`config.mk`:
```
export PLATFORM = sky130hd
export DESIGN_NAME = irq_request_enable_logic
export DESIGN_NICKNAME = d
export VERILOG_FILES = /design/src/logic/irq_pkg.sv /design/src/logic/irq_request_enable_logic.sv
export SDC_FILE = /design/constraint.sdc
export NUM_CORES = 1
export LEC_CHECK = 0
export ABC_AREA = 1
export BUFFER_PORTS_ARGS = -buffer_cell sky130_fd_sc_hd__buf_2
export CORE_ASPECT_RATIO = 0.75
export CORE_MARGIN = 2
export CORE_UTILIZATION = 47
export DETAILED_ROUTE_END_ITERATION = 8
export GPL_TIMING_DRIVEN = 0
export HOLD_SLACK_MARGIN = 0.02
export PLACE_DENSITY = 0.73
export SYNTH_ARGS = -nofsm -noshare
export SYNTH_HDL_FRONTEND = slang
export SYNTH_SLANG_ARGS = --single-unit
```
`constraint.sdc`:
```
create_clock -name hclk -period 16.6 [get_ports hclk]
set_clock_uncertainty 0.2 [all_clocks]
set_input_delay 0.83 -clock hclk [delete_from_list [all_inputs] [get_ports hclk]]
set_output_delay 0.83 -clock hclk [all_outputs]
set_load 0.02 [all_outputs]
```
`src/logic/irq_pkg.sv`:
```
// Package with the register map, flag layout and bus types of the interrupt request block
package irq_pkg;

  // Register byte addresses
  localparam logic [7:0] TMR_EXT_CTRL_OFS = 8'h88;
  localparam logic [7:0] SERIAL_FLAGS_OFS = 8'h98;
  localparam logic [7:0] IRQ_EN_LOW_OFS = 8'ha8;
  localparam logic [7:0] PRIO_LOW_OFS = 8'hac;
  localparam logic [7:0] IRQ_EN_HIGH_OFS = 8'hb8;
  localparam logic [7:0] PRIO_HIGH_OFS = 8'hbc;
  localparam logic [7:0] IRQ_REQ_OFS = 8'hc0;
  localparam logic [7:0] IRQ_STATUS_OFS = 8'hd0;

  // Reset values
  localparam logic [7:0] CTRL_RST = 8'h00;
  localparam logic [7:0] IEN_RST = 8'h00;
  localparam logic [5:0] PRIO_RST = 6'h00;
  localparam logic [13:0] FLAG_RST = 14'h0000;

  // Sources in polling order; a pair is two neighbouring indices
  localparam int NUM_SRC = 12;
  localparam int NUM_FLAG = 14;
  localparam logic [3:0] SRC_EXT0 = 4'h0;
  localparam logic [3:0] SRC_CONV = 4'h1;
  localparam logic [3:0] SRC_TMR0 = 4'h2;
  localparam logic [3:0] SRC_EXT2 = 4'h3;
  localparam logic [3:0] SRC_EXT1 = 4'h4;
  localparam logic [3:0] SRC_EXT3 = 4'h5;
  localparam logic [3:0] SRC_TMR1 = 4'h6;
  localparam logic [3:0] SRC_EXT4 = 4'h7;
  localparam logic [3:0] SRC_SERIAL = 4'h8;
  localparam logic [3:0] SRC_EXT5 = 4'h9;
  localparam logic [3:0] SRC_TMR2 = 4'ha;
  localparam logic [3:0] SRC_EXT6 = 4'hb;

  // Flag vector: bits 0..11 match the sources, serial and timer 2 have a second flag
  localparam int F_RX = 8;
  localparam int F_TMR2OVF = 10;
  localparam int F_TX = 12;
  localparam int F_TMR2RLD = 13;

  // Field positions in the timer and external control register
  localparam int TC_EXT0_SEL = 0;
  localparam int TC_EXT0_REQ = 1;
  localparam int TC_EXT1_SEL = 2;
  localparam int TC_EXT1_REQ = 3;
  localparam int TC_TMR0_RUN = 4;
  localparam int TC_TMR0_OVF = 5;
  localparam int TC_TMR1_RUN = 6;
  localparam int TC_TMR1_OVF = 7;

  // Field positions in the enable registers
  localparam int EN0_GLOBAL = 7;
  localparam int EN1_RELOAD = 7;

  // Captured address phase
  typedef struct packed {
    logic [7:0] addr;
    logic write;
  } ahb_addr_s;

  // Offer to the CPU vectoring logic
  typedef struct packed {
    logic valid;
    logic [3:0] src;
    logic [1:0] level;
  } cpu_offer_s;

endpackage

```
`src/logic/irq_request_enable_logic.sv`:
```
// Interrupt request flags, enables, priority offer and AHB-Lite register slave
//
// Behaviour
// - twelve sources, five internal, seven external
// - condition sets flag regardless of enables, except timer 2 reload (needs reload enable)
// - recurring condition keeps flag at one
// - flag counts only with its enable
// - global enable zero blocks every interrupt
// - enables for ext0, timer0, ext1, timer1, serial
// - one timer 2 enable, one converter enable
// - ext2..6 enables also gate compare requests
// - reload enable blocks only the reload request
// - type bit picks falling edge or low level
// - edge mode: falling edge sets ext flag
// - vectoring clears ext0/1 flag only in edge
// - level mode: flag follows pin level directly
// - timer 0/1 flags set on rollover, cleared vectoring
// - serial request is rx OR tx, no clear
// - timer 2 request is ovf OR reload, no clear
// - software writes set or clear request flags
// - two bits give each pair four levels
// - only strictly higher level may preempt
`timescale 1ns/1ps

module irq_request_enable_logic
  import irq_pkg::*;
(
  input wire logic hclk,
  input wire logic hresetn,
  input wire logic hsel,
  input wire logic [31:0] haddr,
  input wire logic [1:0] htrans,
  input wire logic hwrite,
  input wire logic [2:0] hsize,
  input wire logic [31:0] hwdata,
  input wire logic hready,
  output logic [31:0] hrdata,
  output logic hreadyout,
  output logic hresp,
  input wire logic ext_irq0_pin,
  input wire logic ext_irq1_pin,
  input wire logic tmr0_rollover,
  input wire logic tmr1_rollover,
  input wire logic rx_done_evt,
  input wire logic tx_done_evt,
  input wire logic tmr2_ovf_evt,
  input wire logic tmr2_reload_evt,
  input wire logic conv_done_evt,
  input wire logic [4:0] ext_hi_evt,
  input wire logic irq_ack,
  input wire logic [3:0] ack_src,
  input wire logic irq_ret,
  output logic [11:0] irq_pending,
  output irq_pkg::cpu_offer_s cpu_offer,
  output logic tmr0_run,
  output logic tmr1_run
);
  import irq_pkg::*;

  ahb_addr_s addr_ff;
  logic wait_ff;
  logic hready_ff;
  logic [31:0] rdata_ff;
  logic [7:0] ctrl_ff;
  logic [7:0] irq_enable_low_ff;
  logic [7:0] irq_enable_high_ff;
  logic [5:0] prio_lo_ff;
  logic [5:0] prio_hi_ff;
  logic [13:0] flag_ff;
  logic [13:0] nxt_flag;
  logic pin0_prev_ff;
  logic pin1_prev_ff;
  logic [11:0] pend_ff;
  logic [3:0] in_svc_ff;
  logic [3:0] nxt_in_svc;
  cpu_offer_s offer_ff;
  cpu_offer_s nxt_offer;

  // Bus decode: accept a transfer, then one wait cycle in which it is carried out
  wire accept = hsel && htrans[1] && hready;
  wire do_wr = wait_ff && addr_ff.write;
  wire wr_ctrl = do_wr && (addr_ff.addr == TMR_EXT_CTRL_OFS);
  wire wr_serial = do_wr && (addr_ff.addr == SERIAL_FLAGS_OFS);
  wire wr_irq_enable_low = do_wr && (addr_ff.addr == IRQ_EN_LOW_OFS);
  wire wr_irq_enable_high = do_wr && (addr_ff.addr == IRQ_EN_HIGH_OFS);
  wire wr_prio_lo = do_wr && (addr_ff.addr == PRIO_LOW_OFS);
  wire wr_prio_hi = do_wr && (addr_ff.addr == PRIO_HIGH_OFS);
  wire wr_req = do_wr && (addr_ff.addr == IRQ_REQ_OFS);
  wire [7:0] wbyte = hwdata[7:0];

  wire edge0 = ctrl_ff[TC_EXT0_SEL];
  wire edge1 = ctrl_ff[TC_EXT1_SEL];

  // falling edge detect on the external pins
  wire fall0 = pin0_prev_ff && !ext_irq0_pin;
  wire fall1 = pin1_prev_ff && !ext_irq1_pin;

  // Hardware set conditions per flag
  wire [13:0] hw_set;
  // five internal and seven external sources
  assign hw_set[SRC_EXT0] = edge0 && fall0;
  assign hw_set[SRC_CONV] = conv_done_evt;
  assign hw_set[SRC_TMR0] = tmr0_rollover;
  assign hw_set[SRC_EXT2] = ext_hi_evt[0];
  assign hw_set[SRC_EXT1] = edge1 && fall1;
  assign hw_set[SRC_EXT3] = ext_hi_evt[1];
  assign hw_set[SRC_TMR1] = tmr1_rollover;
  assign hw_set[SRC_EXT4] = ext_hi_evt[2];
  assign hw_set[F_RX] = rx_done_evt;
  assign hw_set[SRC_EXT5] = ext_hi_evt[3];
  assign hw_set[F_TMR2OVF] = tmr2_ovf_evt;
  assign hw_set[SRC_EXT6] = ext_hi_evt[4];
  assign hw_set[F_TX] = tx_done_evt;
  // reload request gated here, the reload itself is outside
  assign hw_set[F_TMR2RLD] = tmr2_reload_evt && irq_enable_high_ff[EN1_RELOAD];

  // Software write enables and values per flag
  wire [13:0] sw_we;
  wire [13:0] sw_val;
  // writes act like hardware, except ext0/1 in level mode
  assign sw_we[SRC_EXT0] = wr_ctrl && edge0;
  assign sw_val[SRC_EXT0] = wbyte[TC_EXT0_REQ];
  assign sw_we[SRC_EXT1] = wr_ctrl && edge1;
  assign sw_val[SRC_EXT1] = wbyte[TC_EXT1_REQ];
  assign sw_we[SRC_TMR0] = wr_ctrl;
  assign sw_val[SRC_TMR0] = wbyte[TC_TMR0_OVF];
  assign sw_we[SRC_TMR1] = wr_ctrl;
  assign sw_val[SRC_TMR1] = wbyte[TC_TMR1_OVF];
  assign sw_we[F_RX] = wr_serial;
  assign sw_val[F_RX] = wbyte[0];
  assign sw_we[F_TX] = wr_serial;
  assign sw_val[F_TX] = wbyte[1];
  assign sw_we[SRC_CONV] = wr_req;
  assign sw_val[SRC_CONV] = wbyte[0];
  assign sw_we[SRC_EXT2] = wr_req;
  assign sw_val[SRC_EXT2] = wbyte[1];
  assign sw_we[SRC_EXT3] = wr_req;
  assign sw_val[SRC_EXT3] = wbyte[2];
  assign sw_we[SRC_EXT4] = wr_req;
  assign sw_val[SRC_EXT4] = wbyte[3];
  assign sw_we[SRC_EXT5] = wr_req;
  assign sw_val[SRC_EXT5] = wbyte[4];
  assign sw_we[SRC_EXT6] = wr_req;
  assign sw_val[SRC_EXT6] = wbyte[5];
  assign sw_we[F_TMR2OVF] = wr_req;
  assign sw_val[F_TMR2OVF] = wbyte[6];
  assign sw_we[F_TMR2RLD] = wr_req;
  assign sw_val[F_TMR2RLD] = wbyte[7];

  // vectoring clear at the acceptance edge
  wire [11:0] ack_hit;
  wire [13:0] ack_clr;
  for (genvar g = 0; g < NUM_SRC; g++) begin : g_ack
    assign ack_hit[g] = irq_ack && (ack_src == 4'(g));
  end
  // ext0/1 cleared only when edge triggered
  assign ack_clr[SRC_EXT0] = ack_hit[SRC_EXT0] && edge0;
  assign ack_clr[SRC_EXT1] = ack_hit[SRC_EXT1] && edge1;
  assign ack_clr[SRC_TMR0] = ack_hit[SRC_TMR0];
  assign ack_clr[SRC_TMR1] = ack_hit[SRC_TMR1];
  assign ack_clr[SRC_EXT2] = ack_hit[SRC_EXT2];
  assign ack_clr[SRC_EXT3] = ack_hit[SRC_EXT3];
  assign ack_clr[SRC_EXT4] = ack_hit[SRC_EXT4];
  assign ack_clr[SRC_EXT5] = ack_hit[SRC_EXT5];
  assign ack_clr[SRC_EXT6] = ack_hit[SRC_EXT6];
  assign ack_clr[F_RX] = 1'b0;
  assign ack_clr[F_TX] = 1'b0;
  // timer 2 flags kept on vectoring
  assign ack_clr[F_TMR2OVF] = 1'b0;
  assign ack_clr[F_TMR2RLD] = 1'b0;
  assign ack_clr[SRC_CONV] = 1'b0;

  // Next flag values; a hardware set beats any clear
  always_comb begin
    // a repeated set just holds the one
    nxt_flag = hw_set | (sw_we & sw_val) | (~sw_we & flag_ff & ~ack_clr);
    // level mode flag mirrors the low pin
    if (!edge0) begin
      nxt_flag[SRC_EXT0] = !ext_irq0_pin;
    end
    if (!edge1) begin
      nxt_flag[SRC_EXT1] = !ext_irq1_pin;
    end
  end

  // Combined request per source
  wire [11:0] src_req;
  assign src_req[7:0] = flag_ff[7:0];
  // serial request is rx or tx
  assign src_req[SRC_SERIAL] = flag_ff[F_RX] || flag_ff[F_TX];
  assign src_req[SRC_EXT5] = flag_ff[SRC_EXT5];
  // timer 2 request is overflow or reload
  assign src_req[SRC_TMR2] = flag_ff[F_TMR2OVF] || flag_ff[F_TMR2RLD];
  assign src_req[SRC_EXT6] = flag_ff[SRC_EXT6];

  // Individual enables in source order
  wire [11:0] src_en;
  // ext0/1, timer 0/1/2 and serial enables in the low enable register, converter and ext2..6 enables in the high one
  assign src_en[SRC_EXT0] = irq_enable_low_ff[0];
  assign src_en[SRC_TMR0] = irq_enable_low_ff[1];
  assign src_en[SRC_EXT1] = irq_enable_low_ff[2];
  assign src_en[SRC_TMR1] = irq_enable_low_ff[3];
  assign src_en[SRC_SERIAL] = irq_enable_low_ff[4];
  assign src_en[SRC_TMR2] = irq_enable_low_ff[5];
  assign src_en[SRC_CONV] = irq_enable_high_ff[0];
  // ext2..6 enables, shared with compare events
  assign src_en[SRC_EXT2] = irq_enable_high_ff[1];
  assign src_en[SRC_EXT3] = irq_enable_high_ff[2];
  assign src_en[SRC_EXT4] = irq_enable_high_ff[3];
  assign src_en[SRC_EXT5] = irq_enable_high_ff[4];
  assign src_en[SRC_EXT6] = irq_enable_high_ff[5];

  wire [11:0] pend_c = src_req & src_en & {NUM_SRC{irq_enable_low_ff[EN0_GLOBAL]}};

  // level of a source from its pair's two bits
  function automatic logic [1:0] src_level(input logic [3:0] s, input logic [5:0] lo,
                                           input logic [5:0] hi);
    logic [2:0] p;
    p = s[3:1];
    return {hi[p], lo[p]};
  endfunction

  // Highest level currently in service
  logic act_any;
  logic [1:0] act_lvl;
  always_comb begin
    act_any = |in_svc_ff;
    act_lvl = 2'h0;
    for (int l = 0; l < 4; l++) begin
      if (in_svc_ff[l]) begin
        act_lvl = 2'(l);
      end
    end
  end

  // Pick the best pending source: highest level, then polling order
  logic best_found;
  logic [3:0] best_src;
  logic [1:0] best_lvl;
  always_comb begin
    best_found = 1'b0;
    best_src = 4'h0;
    best_lvl = 2'h0;
    for (int i = 0; i < NUM_SRC; i++) begin
      if (pend_ff[i] && (!best_found || src_level(4'(i), prio_lo_ff, prio_hi_ff) > best_lvl)) begin
        best_found = 1'b1;
        best_src = 4'(i);
        best_lvl = src_level(4'(i), prio_lo_ff, prio_hi_ff);
      end
    end
    // offer only a strictly higher level than the one in service
    nxt_offer.valid = best_found && (!act_any || best_lvl > act_lvl);
    nxt_offer.src = best_src;
    nxt_offer.level = best_lvl;
  end

  // In-service levels: return drops the top one, acceptance adds one
  wire [1:0] ack_lvl = src_level(ack_src, prio_lo_ff, prio_hi_ff);
  always_comb begin
    nxt_in_svc = in_svc_ff;
    if (irq_ret && act_any) begin
      nxt_in_svc[act_lvl] = 1'b0;
    end
    if (irq_ack) begin
      nxt_in_svc[ack_lvl] = 1'b1;
    end
  end

  // Read data selection
  logic [31:0] rd_mux;
  always_comb begin
    unique case (addr_ff.addr)
      TMR_EXT_CTRL_OFS: rd_mux = {24'h0, flag_ff[SRC_TMR1], ctrl_ff[TC_TMR1_RUN],
                                  flag_ff[SRC_TMR0], ctrl_ff[TC_TMR0_RUN], flag_ff[SRC_EXT1],
                                  ctrl_ff[TC_EXT1_SEL], flag_ff[SRC_EXT0], ctrl_ff[TC_EXT0_SEL]};
      SERIAL_FLAGS_OFS: rd_mux = {30'h0, flag_ff[F_TX], flag_ff[F_RX]};
      IRQ_EN_LOW_OFS: rd_mux = {24'h0, irq_enable_low_ff};
      IRQ_EN_HIGH_OFS: rd_mux = {24'h0, irq_enable_high_ff};
      PRIO_LOW_OFS: rd_mux = {26'h0, prio_lo_ff};
      PRIO_HIGH_OFS: rd_mux = {26'h0, prio_hi_ff};
      IRQ_REQ_OFS: rd_mux = {24'h0, flag_ff[F_TMR2RLD], flag_ff[F_TMR2OVF], flag_ff[SRC_EXT6],
                             flag_ff[SRC_EXT5], flag_ff[SRC_EXT4], flag_ff[SRC_EXT3],
                             flag_ff[SRC_EXT2], flag_ff[SRC_CONV]};
      IRQ_STATUS_OFS: rd_mux = {16'h0, in_svc_ff, pend_ff};
      default: rd_mux = 32'h0;
    endcase
  end

  // Bus handshake: one wait cycle per transfer, always OKAY
  always_ff @(posedge hclk or negedge hresetn) begin
    if (!hresetn) begin
      addr_ff <= '0;
      wait_ff <= 1'b0;
      hready_ff <= 1'b1;
      rdata_ff <= 32'h0;
    end else begin
      wait_ff <= accept;
      hready_ff <= !accept;
      if (accept) begin
        addr_ff <= '{addr: haddr[7:0] & {haddr[31:8] == 24'h0, 7'h7f}, write: hwrite};
      end
      if (wait_ff && !addr_ff.write) begin
        rdata_ff <= rd_mux;
      end
    end
  end

  // Software registers
  always_ff @(posedge hclk or negedge hresetn) begin
    if (!hresetn) begin
      ctrl_ff <= CTRL_RST;
      irq_enable_low_ff <= IEN_RST;
      irq_enable_high_ff <= IEN_RST;
      prio_lo_ff <= PRIO_RST;
      prio_hi_ff <= PRIO_RST;
    end else begin
      if (wr_ctrl) begin
        ctrl_ff <= wbyte;
      end
      if (wr_irq_enable_low) begin
        irq_enable_low_ff <= wbyte;
      end
      if (wr_irq_enable_high) begin
        irq_enable_high_ff <= wbyte;
      end
      if (wr_prio_lo) begin
        prio_lo_ff <= wbyte[5:0];
      end
      if (wr_prio_hi) begin
        prio_hi_ff <= wbyte[5:0];
      end
    end
  end

  // Flags, pin history, pending, service state and offer
  always_ff @(posedge hclk or negedge hresetn) begin
    if (!hresetn) begin
      flag_ff <= FLAG_RST;
      pin0_prev_ff <= 1'b1;
      pin1_prev_ff <= 1'b1;
      pend_ff <= 12'h000;
      in_svc_ff <= 4'h0;
      offer_ff <= '0;
    end else begin
      flag_ff <= nxt_flag;
      pin0_prev_ff <= ext_irq0_pin;
      pin1_prev_ff <= ext_irq1_pin;
      pend_ff <= pend_c;
      in_svc_ff <= nxt_in_svc;
      offer_ff <= nxt_offer;
    end
  end

  assign hrdata = rdata_ff;
  assign hreadyout = hready_ff;
  assign hresp = 1'b0;
  assign irq_pending = pend_ff;
  assign cpu_offer = offer_ff;
  assign tmr0_run = ctrl_ff[TC_TMR0_RUN];
  assign tmr1_run = ctrl_ff[TC_TMR1_RUN];
endmodule

```
After elaboration in Yosys (flattened, before gate mapping). Index checks and enable logic that the tools add are counted. Widths: inputs -> output; s select.

Shift-type cells: 0. Multiply operators: 0. Add/subtract/negate cells: 0. Eq/ne operators: 16. Bitwise operators: 13. Reduce and logical (&&, ||, !) cells: 77. Divide/modulo/power cells: 0. Magnitude comparators: 17. Multiplexer cells: 51.

Operator list (count): $pmux 16 s8 (1); $eq 8x8->1 const B (8); $mux 4 (12); $logic_and 1x1->1 (44); $and 14x14->14 (3); $mux 2 (14); $or 14x14->14 (2); $and 12x12->12 (2); $gt 2x2->1 (12); $logic_not 24->1 (1); $mux 1 (20); $eq 4x3->1 const B (4); $logic_not 1->1 (16); $logic_or 1x1->1 (14); $not 12->14 (1); $not 14->14 (1); $and 8x8->8 (1); $eq 4x2->1 const B (2); $eq 4x4->1 const B (2); $bmux 1 s3 (2); $lt 2x3->1 const B (2); $and 4x4->4 (1); $demux 1 s2 (2); $ge 2x1->1 const B (2); 5 further kinds (5).

Latch bits: 0. Memories: 0. Register bits: 117. Output and inout port bits: 55. Logic and storage cells: 192. Bits of input ports: 94. Memory bits (read-only): 0. RAM bits: 0.

Longest topological paths before layout. Gate-level depths: netlist of run 1.

Word-level depth: 48. Mapped depth: 84. Gate-level depth less buffers: 84.

Least setup slack after synthesis of run 1. OpenSTA, ideal clock, no wires.

Kind: reg2reg. Start: register pend_ff[0], in the netlist irq_pending[0]. End: register offer_ff, in the netlist cpu_offer[6]. Stages on the path, launching flop included: 73. Arrival time: 9107 ps. Clock period less this slack: 9426 ps. Data required time: 16280 ps. Path buffers: 0. Path slack: 7174 ps. Setup time: 120 ps. Path through: dfrtp_1 -> nor2_1 -> nor2_1 -> ha_1 -> o31ai_1 -> o21ai_0 -> o21ai_0 -> ha_1 -> nand2_1 -> nand2_1 -> nand2_2 -> nand2_4 -> o21ai_0 -> ha_1 -> nor2_1 -> nand2_1 -> nand3_2 -> nand2_4 -> [37 not listed] -> o21ai_1 -> ha_1 -> inv_1 -> nor2_1 -> o21ai_0 -> nand2_1 -> nand2_1 -> nand2_2 -> nand2_1 -> nand2_1 -> inv_1 -> ha_1 -> inv_1 -> nor2_1 -> o21ai_0 -> o41ai_1 -> o21ai_0 -> inv_1.

RTL lines: start: declaration (RTL line irq_request_enable_logic.sv:73) `logic [11:0] pend_ff;`; start signal: assignment (RTL line irq_request_enable_logic.sv:348) `pend_ff <= pend_c;`; end signal: assignment (RTL line irq_request_enable_logic.sv:350) `offer_ff <= nxt_offer;`; end: declaration (RTL line irq_request_enable_logic.sv:76) `cpu_offer_s offer_ff;`.

==> summary.md, run 1 <==
| Metric | Value |
|---|---|
| Max clock buf depth | 2 |
| Cell depth of the worst flop-to-flop path | 73 |
| Insertion delay of the later-clocked pin in the worst-skew pair | 0.35 ns |
| IO buf count | 102 |
| Synthesized area per cell | 7.99 um2 |
| Per-cell routed wire length | 16.0 um |
| Number of setup buffers added after CTS | 0 |
| Hold Vio Cnt, Final | 0 |
| Core box area | 0.0110 mm2 |
| Type of destination of the critical path | flip-flop |
| Worst slew margin relative to its limit | 56.9% |
| End of the worst register-to-register path | cpu_offer[6]$_DFF_PN0_ |
| Number of cell rows | 33 |
| Yosys warns | 0 |
| Worst slack at placement | 6.14 ns |
| Number of pins exceeding their max-slew limit in the final report | 0 |
| Setup slack of the worst register-to-register path | 5.90 ns |
| Vias per Instance | 5.42 |
| Type of origin of the critical path | flip-flop |
| DRC marker count from the first detailed-route iteration | 372 |
| First-pass detailed-route iteration total | 5 |
| Ys flop type | sky130_fd_sc_hd__dfrtp_1 |
| Number of vias in the routed layout | 5124 |
| Slew at the pin closest to its max-slew limit | 0.644 ns |
| Top-level port count | 149 |
| Hold Buf Count CTS | 0 |
| Die extent in x | 127 um |
| Seq/Total Area, Yosys | 45.9% |
| Share of post-route cells with drive strength above 1 | 21.9% |
| Part of the cycle the worst path needs | 64.4% |
| Launch point of the critical path | irq_pending[1]$_DFF_PN0_ |
| Category of the most critical setup path | flip-flop to flip-flop |
| Post-synthesis cell count | 670 |
| Post-detailed-route count of antenna-violating nets | 0 |
| Ratio of total power to cell area | 148 mW/mm2 |
| CP most frequent cell | sky130_fd_sc_hd__nand2_1 |
| Effective utilization at floorplan | 48.6% |
| Peak Freq | 0.0935 GHz |
| GRT Util Overall | 25.5% |
| Hold slack | 0.279 ns |
| Reg-to-reg critical path startpoint | irq_pending[1]$_DFF_PN0_ |
| Final Net Count | 907 |
| Clk Tree Root Cell | sky130_fd_sc_hd__clkbuf_16 |
| Resized Gates After CTS | 0 |
| Final routed wirelength across all metal layers | 15100 um |
| Final RePlAce weighted congestion | 0.942 |
| Data arrival time of the critical path | 10.73 ns |
| CP max stage cell | sky130_fd_sc_hd__dfrtp_1 |
| Via count of the first global-routing pass | 4610 |
| Lkg Pwr | 3.33 nW |
| Post-route DRC | 0 |
| Worst setup path endpoint | cpu_offer[6]$_DFF_PN0_ |
| Area added between synthesis and finish | 21.0% |
| Setup repair after global routing missed its margin | false |
| Summed negative setup slack over all endpoints | 0 ns |
| Clock Pin Slew Worst Setup and Hold Paths | 0.07 ns |
| N_diodes | 0 |
| Highest ir drop seen on vdd | 114 uV |
| Slowest stage delay, CP | 0.48 ns |
| Synth cell types | 40 |
| CTS tree | done |
| # setup viols final | 0 |
| Detail Placement HPWL | 11900 um |
| Chip Height | 96.4 um |
| Post-synth EDFFs | 0 |
| Maximum fanout count along the critical path | 10 |
| Required time worst endpoint | 16.64 ns |
| First-pass GRT wire length | 23800 um |
| Run status | complete, no violations |
| Area enclosed by the die boundary | 0.0123 mm2 |
| GRT Residual Overflow | 0 |
| Fill count | 1008 |
| CTS buffer count | 9 |
| Maximum capacitance violations | 0 |
| Asr flop ratio synth | 100% |
| Post-synthesis register bit count | 98 |
| Antenna violations before repair | 0 |
| Min Clock Period, post-route | 10.70 ns |
| Cell area after synthesis | 0.00535 mm2 |
| Crit path setup slack, layout | 5.90 ns |
| Total number of H-tree levels | 3 |
| Maximum number of pins on one net before global-route repair | 55 |
| Clock sink count | 98 |
| Type of the most critical hold path | input port to async pin |
==> worst min-delay path by stage <==
stage | from | to | cells after the start
finish | hresetn | ctrl_ff[0]$_DFFE_PN0P_ | 1
global route | hrdata[4]$_DFFE_PN0P_ | hrdata[4]$_DFFE_PN0P_ | 1
CTS | addr_ff[1]$_DFFE_PN0P_ | addr_ff[1]$_DFFE_PN0P_ | 2
detailed placement | hrdata[4]$_DFFE_PN0P_ | hrdata[4]$_DFFE_PN0P_ | 1
global placement | addr_ff[2]$_DFFE_PN0P_ | addr_ff[2]$_DFFE_PN0P_ | 2
floorplan | addr_ff[2]$_DFFE_PN0P_ | addr_ff[2]$_DFFE_PN0P_ | 2
==> cells in the mapped netlist, drive strengths merged, types with 3 or more instances <==
cell type    n  area, um2
nor2        49        184
o31ai        7       52.6
o22ai       19        119
a21oi       10       50.1
o311ai       3       26.3
inv         84        315
a31oi        3       18.8
dfstp        3       78.8
nand2      189        830
clkbuf      12       45.0
o211ai       4       30.0
dfrtp       95       2380
nand4        8       50.1
ha          13        163
buf         17        128
o21ai       81        417
nand3       25        165
nor3        17       90.1
nand3b       5       37.5
nor4        10       62.6
==> cells in the final DEF (no fill, tap or decap), drive strengths merged, types with 2 or more instances in the layout <==
cell,synthesis,final
inv,84,86
clkinv,2,3
o311ai,3,3
nand2,189,189
o21ai,81,81
a31oi,3,3
nor3,17,17
o211ai,4,4
a211oi,2,2
buf,17,120
nand3b,5,5
a21oi,10,10
dfstp,3,3
ha,13,13
nor4,10,10
a211o,2,2
o31ai,7,7
clkbuf,12,21
dfrtp,95,95
bufinv,0,3
nand4,8,8
nor2,49,49
o22ai,19,19
nand3,25,25
conb,1,17
==> report_power, final <==
group | internal (mW) | total (mW) | switching [mW] | leakage, nW
logic | 0.155 | 0.443 | 0.289 | 2.14
clock network | 0.149 | 0.243 | 0.0942 | 0.168
registers | 0.261 | 0.273 | 0.0111 | 1.02
==> state kept, by name, summed over array words and instances, names as in the netlist, 6 cells and up <==
register            cells
irq_pending            12
cpu_offer               7
addr_ff                 9
prio_lo_ff              6
irq_enable_low_ff       8
flag_ff                14
irq_enable_high_ff      8
prio_hi_ff              6
hrdata                 16
==> layout make-up <==
| cell class | instances | area (um2) | share of cell area [%] |
|---|---|---|---|
| flip-flops and latches | 98 | 2460 | 37.9 |
| plain buffers | 29 | 173 | 2.67 |
| multi-input cells | 473 | 2460 | 38.0 |
| clock buffers | 9 | 225 | 3.48 |
| well taps | 140 | 175 | 2.70 |
| repair buffers | 103 | 541 | 8.35 |
| inverters | 86 | 323 | 4.98 |
| clock inverters | 7 | 123 | 1.89 |
==> layer usage <==
layer / part of all wire (%) / global-route usage (%) / vias to the layer above
met2: 44 / 39.7 / 212
met4: 2.4 / 8.42 / 0
met5: 0 / 0 / -
met1: 45 / 36.1 / 2426
met3: 7.9 / 5.45 / 32
li1: - / - / 2454
==> critical path: cells and delay by family, from the launching register on <==
family / cells / cell delay [ns]
buf+inv: 4 / 0.24
flops: 1 / 0.48
compound gates: 16 / 3.12
simple gates: 42 / 3.52
fa+ha+maj: 11 / 3.07
==> cells by family after synthesis <==
kind of cell	count (synthesis)	synth area share, %
and+or+nand+nor	306	26.9
AOI/OAI and AO/OA	137	14.9
buffers and inverters	115	9.26
DFF	98	45.9
adders and majority gates	13	3.04
other	1	0.0701
==> per-stage QoR <==
stage | power (mW) | instances | utilization, % | area (um2)
2_1_floorplan | 0.618 | 686 | - | 5410
3_3_place_gp | 0.694 | 928 | 55.3 | 6100
3_5_place_dp | 0.709 | 929 | 55.6 | 6130
4_1_cts | 0.959 | 945 | 58.7 | 6480
5_1_grt | 1.03 | 945 | 58.7 | 6480
6_report | 0.959 | 945 | 58.7 | 6480
No activity file was read; power rests on OpenSTA's default activity.
==> inputs of run 2 (changes only) <==
- PLACE_DENSITY: 0.73 -> 0.76
- clock period: 16.6 -> 8.8 ns (I/O delays scaled with it)
==> run 2 against run 1 <==
The flow now finishes with violations (setup timing). Clock-buffer cell count is 2 higher. Sequential cell count unchanged. Die area is the same. Design area up 8.5%. Global-route usage grew 0.90 points. Setup slack worse by 6.6 ns. First-iteration DRC count increased by 9.7%. Cell count up 3.2%. Critical path depth did not move. Fmax rose by 13%. Non-clock buffer count up 30. Highest routed layer unchanged.
==> summary.md, run 2 (synthesis results as in run 1) <==
| Metric | Value |
|---|---|
| Worst slew margin relative to its limit | 58.8% (was 56.9%) |
| Total number of H-tree levels | 3 (unchanged) |
| Antenna violations before repair | 0 (unchanged) |
| Lkg Pwr | 3.49 nW (was 3.33 nW) |
| Ratio of total power to cell area | 328 mW/mm2 (was 148 mW/mm2) |
| Highest ir drop seen on vdd | 363 uV (was 114 uV) |
| Core box area | 0.0110 mm2 (unchanged) |
| GRT Util Overall | 26.4% (was 25.5%) |
| Instance area after placement | 0.00617 mm2 (was 0.00613 mm2) |
| # setup viols final | 2 (was 0) |
| Effective utilization at floorplan | 48.6% (unchanged) |
| Type of the most critical hold path | input port to flip-flop (was input port to async pin) |
| Clock Pin Slew Worst Setup and Hold Paths | 0.07 ns (about the same) |
| Most common cell after layout, fill and taps aside | sky130_fd_sc_hd__nand2_1 (unchanged) |
| DRC marker count from the first detailed-route iteration | 408 (was 372) |
| Top-level port count | 149 (unchanged) |
| Final non-filler cell area | 0.00703 mm2 (was 0.00648 mm2) |
| Via count of the first global-routing pass | 4899 (was 4610) |
| Required time worst endpoint | 8.84 ns (was 16.64 ns) |
| CTS buffer count | 9 (unchanged) |
| Min Clock Period, post-route | 9.48 ns (was 10.70 ns) |
| Setup repair after global routing missed its margin | true (was false) |
| Violated checks | setup timing |
| Final routed wirelength across all metal layers | 16500 um (was 15100 um) |
| Area enclosed by the die boundary | 0.0123 mm2 (unchanged) |
| Final Net Count | 937 (was 907) |
| Type of origin of the critical path | flip-flop (unchanged) |
| Area added between synthesis and finish | 31.3% (was 21.0%) |
| Max clock buf depth | 2 (unchanged) |
| Number of cell rows | 33 (unchanged) |
| Data arrival time of the critical path | 9.52 ns (was 10.73 ns) |
| Post-detailed-route count of antenna-violating nets | 0 (unchanged) |
| Run status | complete, but fails checks (was complete, no violations) |
| Commonest cells after routing, fill and taps aside | 153 x sky130_fd_sc_hd__nand2_1, 101 x sky130_fd_sc_hd__buf_2, 93 x sky130_fd_sc_hd__dfrtp_1, 78 x sky130_fd_sc_hd__inv_1, 64 x sky130_fd_sc_hd__o21ai_0 (was 165 x sky130_fd_sc_hd__nand2_1, 101 x sky130_fd_sc_hd__buf_2, 95 x sky130_fd_sc_hd__dfrtp_1, 82 x sky130_fd_sc_hd__inv_1, 75 x sky130_fd_sc_hd__o21ai_0) |
| Summed negative setup slack over all endpoints | -0.731 ns (was 0 ns) |
| GRT Residual Overflow | 0 (unchanged) |
| Clk Tree Root Cell | sky130_fd_sc_hd__clkbuf_16 (unchanged) |
| Maximum number of pins on one net before global-route repair | 75 (was 55) |
| Crit path setup slack, layout | -0.679 ns (was 5.90 ns) |
| Chip Height | 96.4 um (unchanged) |
| First-pass GRT wire length | 24900 um (was 23800 um) |
| Vias per Instance | 5.40 (was 5.42) |
| Maximum fanout count along the critical path | 6 (was 10) |
| Slew at the pin closest to its max-slew limit | 0.615 ns (was 0.644 ns) |
| CTS tree | done (unchanged) |
| Flip-flop count of the largest register, all copies and words added | 16 (unchanged) |
| N_diodes | 0 (unchanged) |
| CP max stage cell | sky130_fd_sc_hd__dfrtp_2 (was sky130_fd_sc_hd__dfrtp_1) |
| Number of vias in the routed layout | 5268 (was 5124) |
| Share of post-route cells with drive strength above 1 | 30.1% (was 21.9%) |
| Die extent in x | 127 um (unchanged) |
| Post-route insts no fill | 975 (was 945) |
| Final RePlAce weighted congestion | 0.978 (was 0.942) |
| Hold Vio Cnt, Final | 0 (unchanged) |
| Detail Placement HPWL | 12000 um (was 11900 um) |
| IO buf count | 102 (unchanged) |
| Number of pins exceeding their max-slew limit in the final report | 0 (unchanged) |
| Clock sink count | 98 (unchanged) |
| Per-cell routed wire length | 16.9 um (was 16.0 um) |
| Placed Instances | 929 (unchanged) |
| Maximum capacitance violations | 0 (unchanged) |
| Insertion delay of the later-clocked pin in the worst-skew pair | 0.35 ns (about the same) |
| Type of destination of the critical path | flip-flop (unchanged) |
| Peak Freq | 0.105 GHz (was 0.0935 GHz) |
| Post-route DRC | 0 (unchanged) |
| Part of the cycle the worst path needs | 108% (was 64.4%) |
| First-pass detailed-route iteration total | 5 (unchanged) |
| Slowest stage delay, CP | 0.45 ns (was 0.48 ns) |
| CP most frequent cell | sky130_fd_sc_hd__nand2_1 (unchanged) |
| Category of the most critical setup path | flip-flop to flip-flop (unchanged) |
[run 2: cell types whose count changed in the layout (fill, tap and decap cells not counted), sizes merged]
| cell | previous run | this run |
|---|---|---|
| buf | 120 | 147 |
| bufinv | 3 | 1 |
| clkbuf | 21 | 23 |
| clkinv | 3 | 2 |
| clkinvlp | 1 | 3 |
| dlygate4sd3 | 0 | 3 |
| inv | 86 | 85 |
[run 2: worst paths after layout]
kind                                     startpoint                  endpoint  slack (ns)  depth (start not counted)
max                        irq_pending[1]$_DFF_PN0_    cpu_offer[6]$_DFF_PN0_       -0.68                         73
min                                   conv_done_evt      flag_ff[1]$_DFF_PN0_        0.08                          2
max reg2reg                irq_pending[1]$_DFF_PN0_    cpu_offer[6]$_DFF_PN0_       -0.68                         73
min reg2reg                   hrdata[4]$_DFFE_PN0P_     hrdata[4]$_DFFE_PN0P_        0.28                          1
max in group asynchronous                   hresetn  irq_pending[0]$_DFF_PN0_        7.39                          3
min in group asynchronous                   hresetn    ctrl_ff[0]$_DFFE_PN0P_        0.34                          2
[run 2: layout make-up]
cell class              count  area [um2]
flip-flops and latches     98        2460
clock inverters             5        61.3
inverters                  86         323
well taps                 140         175
multi-input cells         473        2810
clock buffers              11         243
repair buffers            133         781
fillers                   918        4000
plain buffers              29         173
[run 2: stage by stage]
step           utilization (%)  power [mW]  setup slack (ns)  hold WS (ns)
5_1_grt                   63.7        2.46             -1.33        0.0861
4_1_cts                   59.3        1.79            -0.808        0.0771
3_3_place_gp              55.7        1.33            -0.531         0.265
6_report                  63.7        2.31            -0.679        0.0819
3_5_place_dp              55.9        1.37            -0.843         0.174
2_1_floorplan                -        1.19           -0.0577       -0.0556
[run 2: report_power, final]
part           switching (mW)  total (mW)  internal (mW)  leakage, nW
Combinational           0.786        1.39          0.601         2.33
Sequential             0.0226       0.516          0.493         1.02
Clock                   0.174       0.403          0.229        0.138
Total                   0.982        2.31           1.32         3.49
[run 2: layer usage]
metal  vias to the layer above  share of wire, %  global-route usage, %
met3                        27               7.8                   5.12
met4                         0               1.9                   8.24
met1                      2520                45                   37.0
li1                       2511                 -                      -
met2                       210                46                   42.1
met5                         -                 0                      0
[run 2: critical path: cells and delay by family, from the launching register on]
| family | cells | cell delay (ns) |
|---|---|---|
| DFF | 1 | 0.45 |
| AOI/OAI and AO/OA | 16 | 2.48 |
| and+or+nand+nor | 42 | 3.30 |
| adders and majority gates | 11 | 2.69 |
| buffers and inverters | 4 | 0.22 |
[run 2: timing repair]
item                       4_1_cts  5_1_grt
hold buffers                     3        0
hold endpoints to repair        24        0
resized for setup                1       63
setup endpoints to repair        6        7
setup buffers                    4       23
pin swaps                        2       48
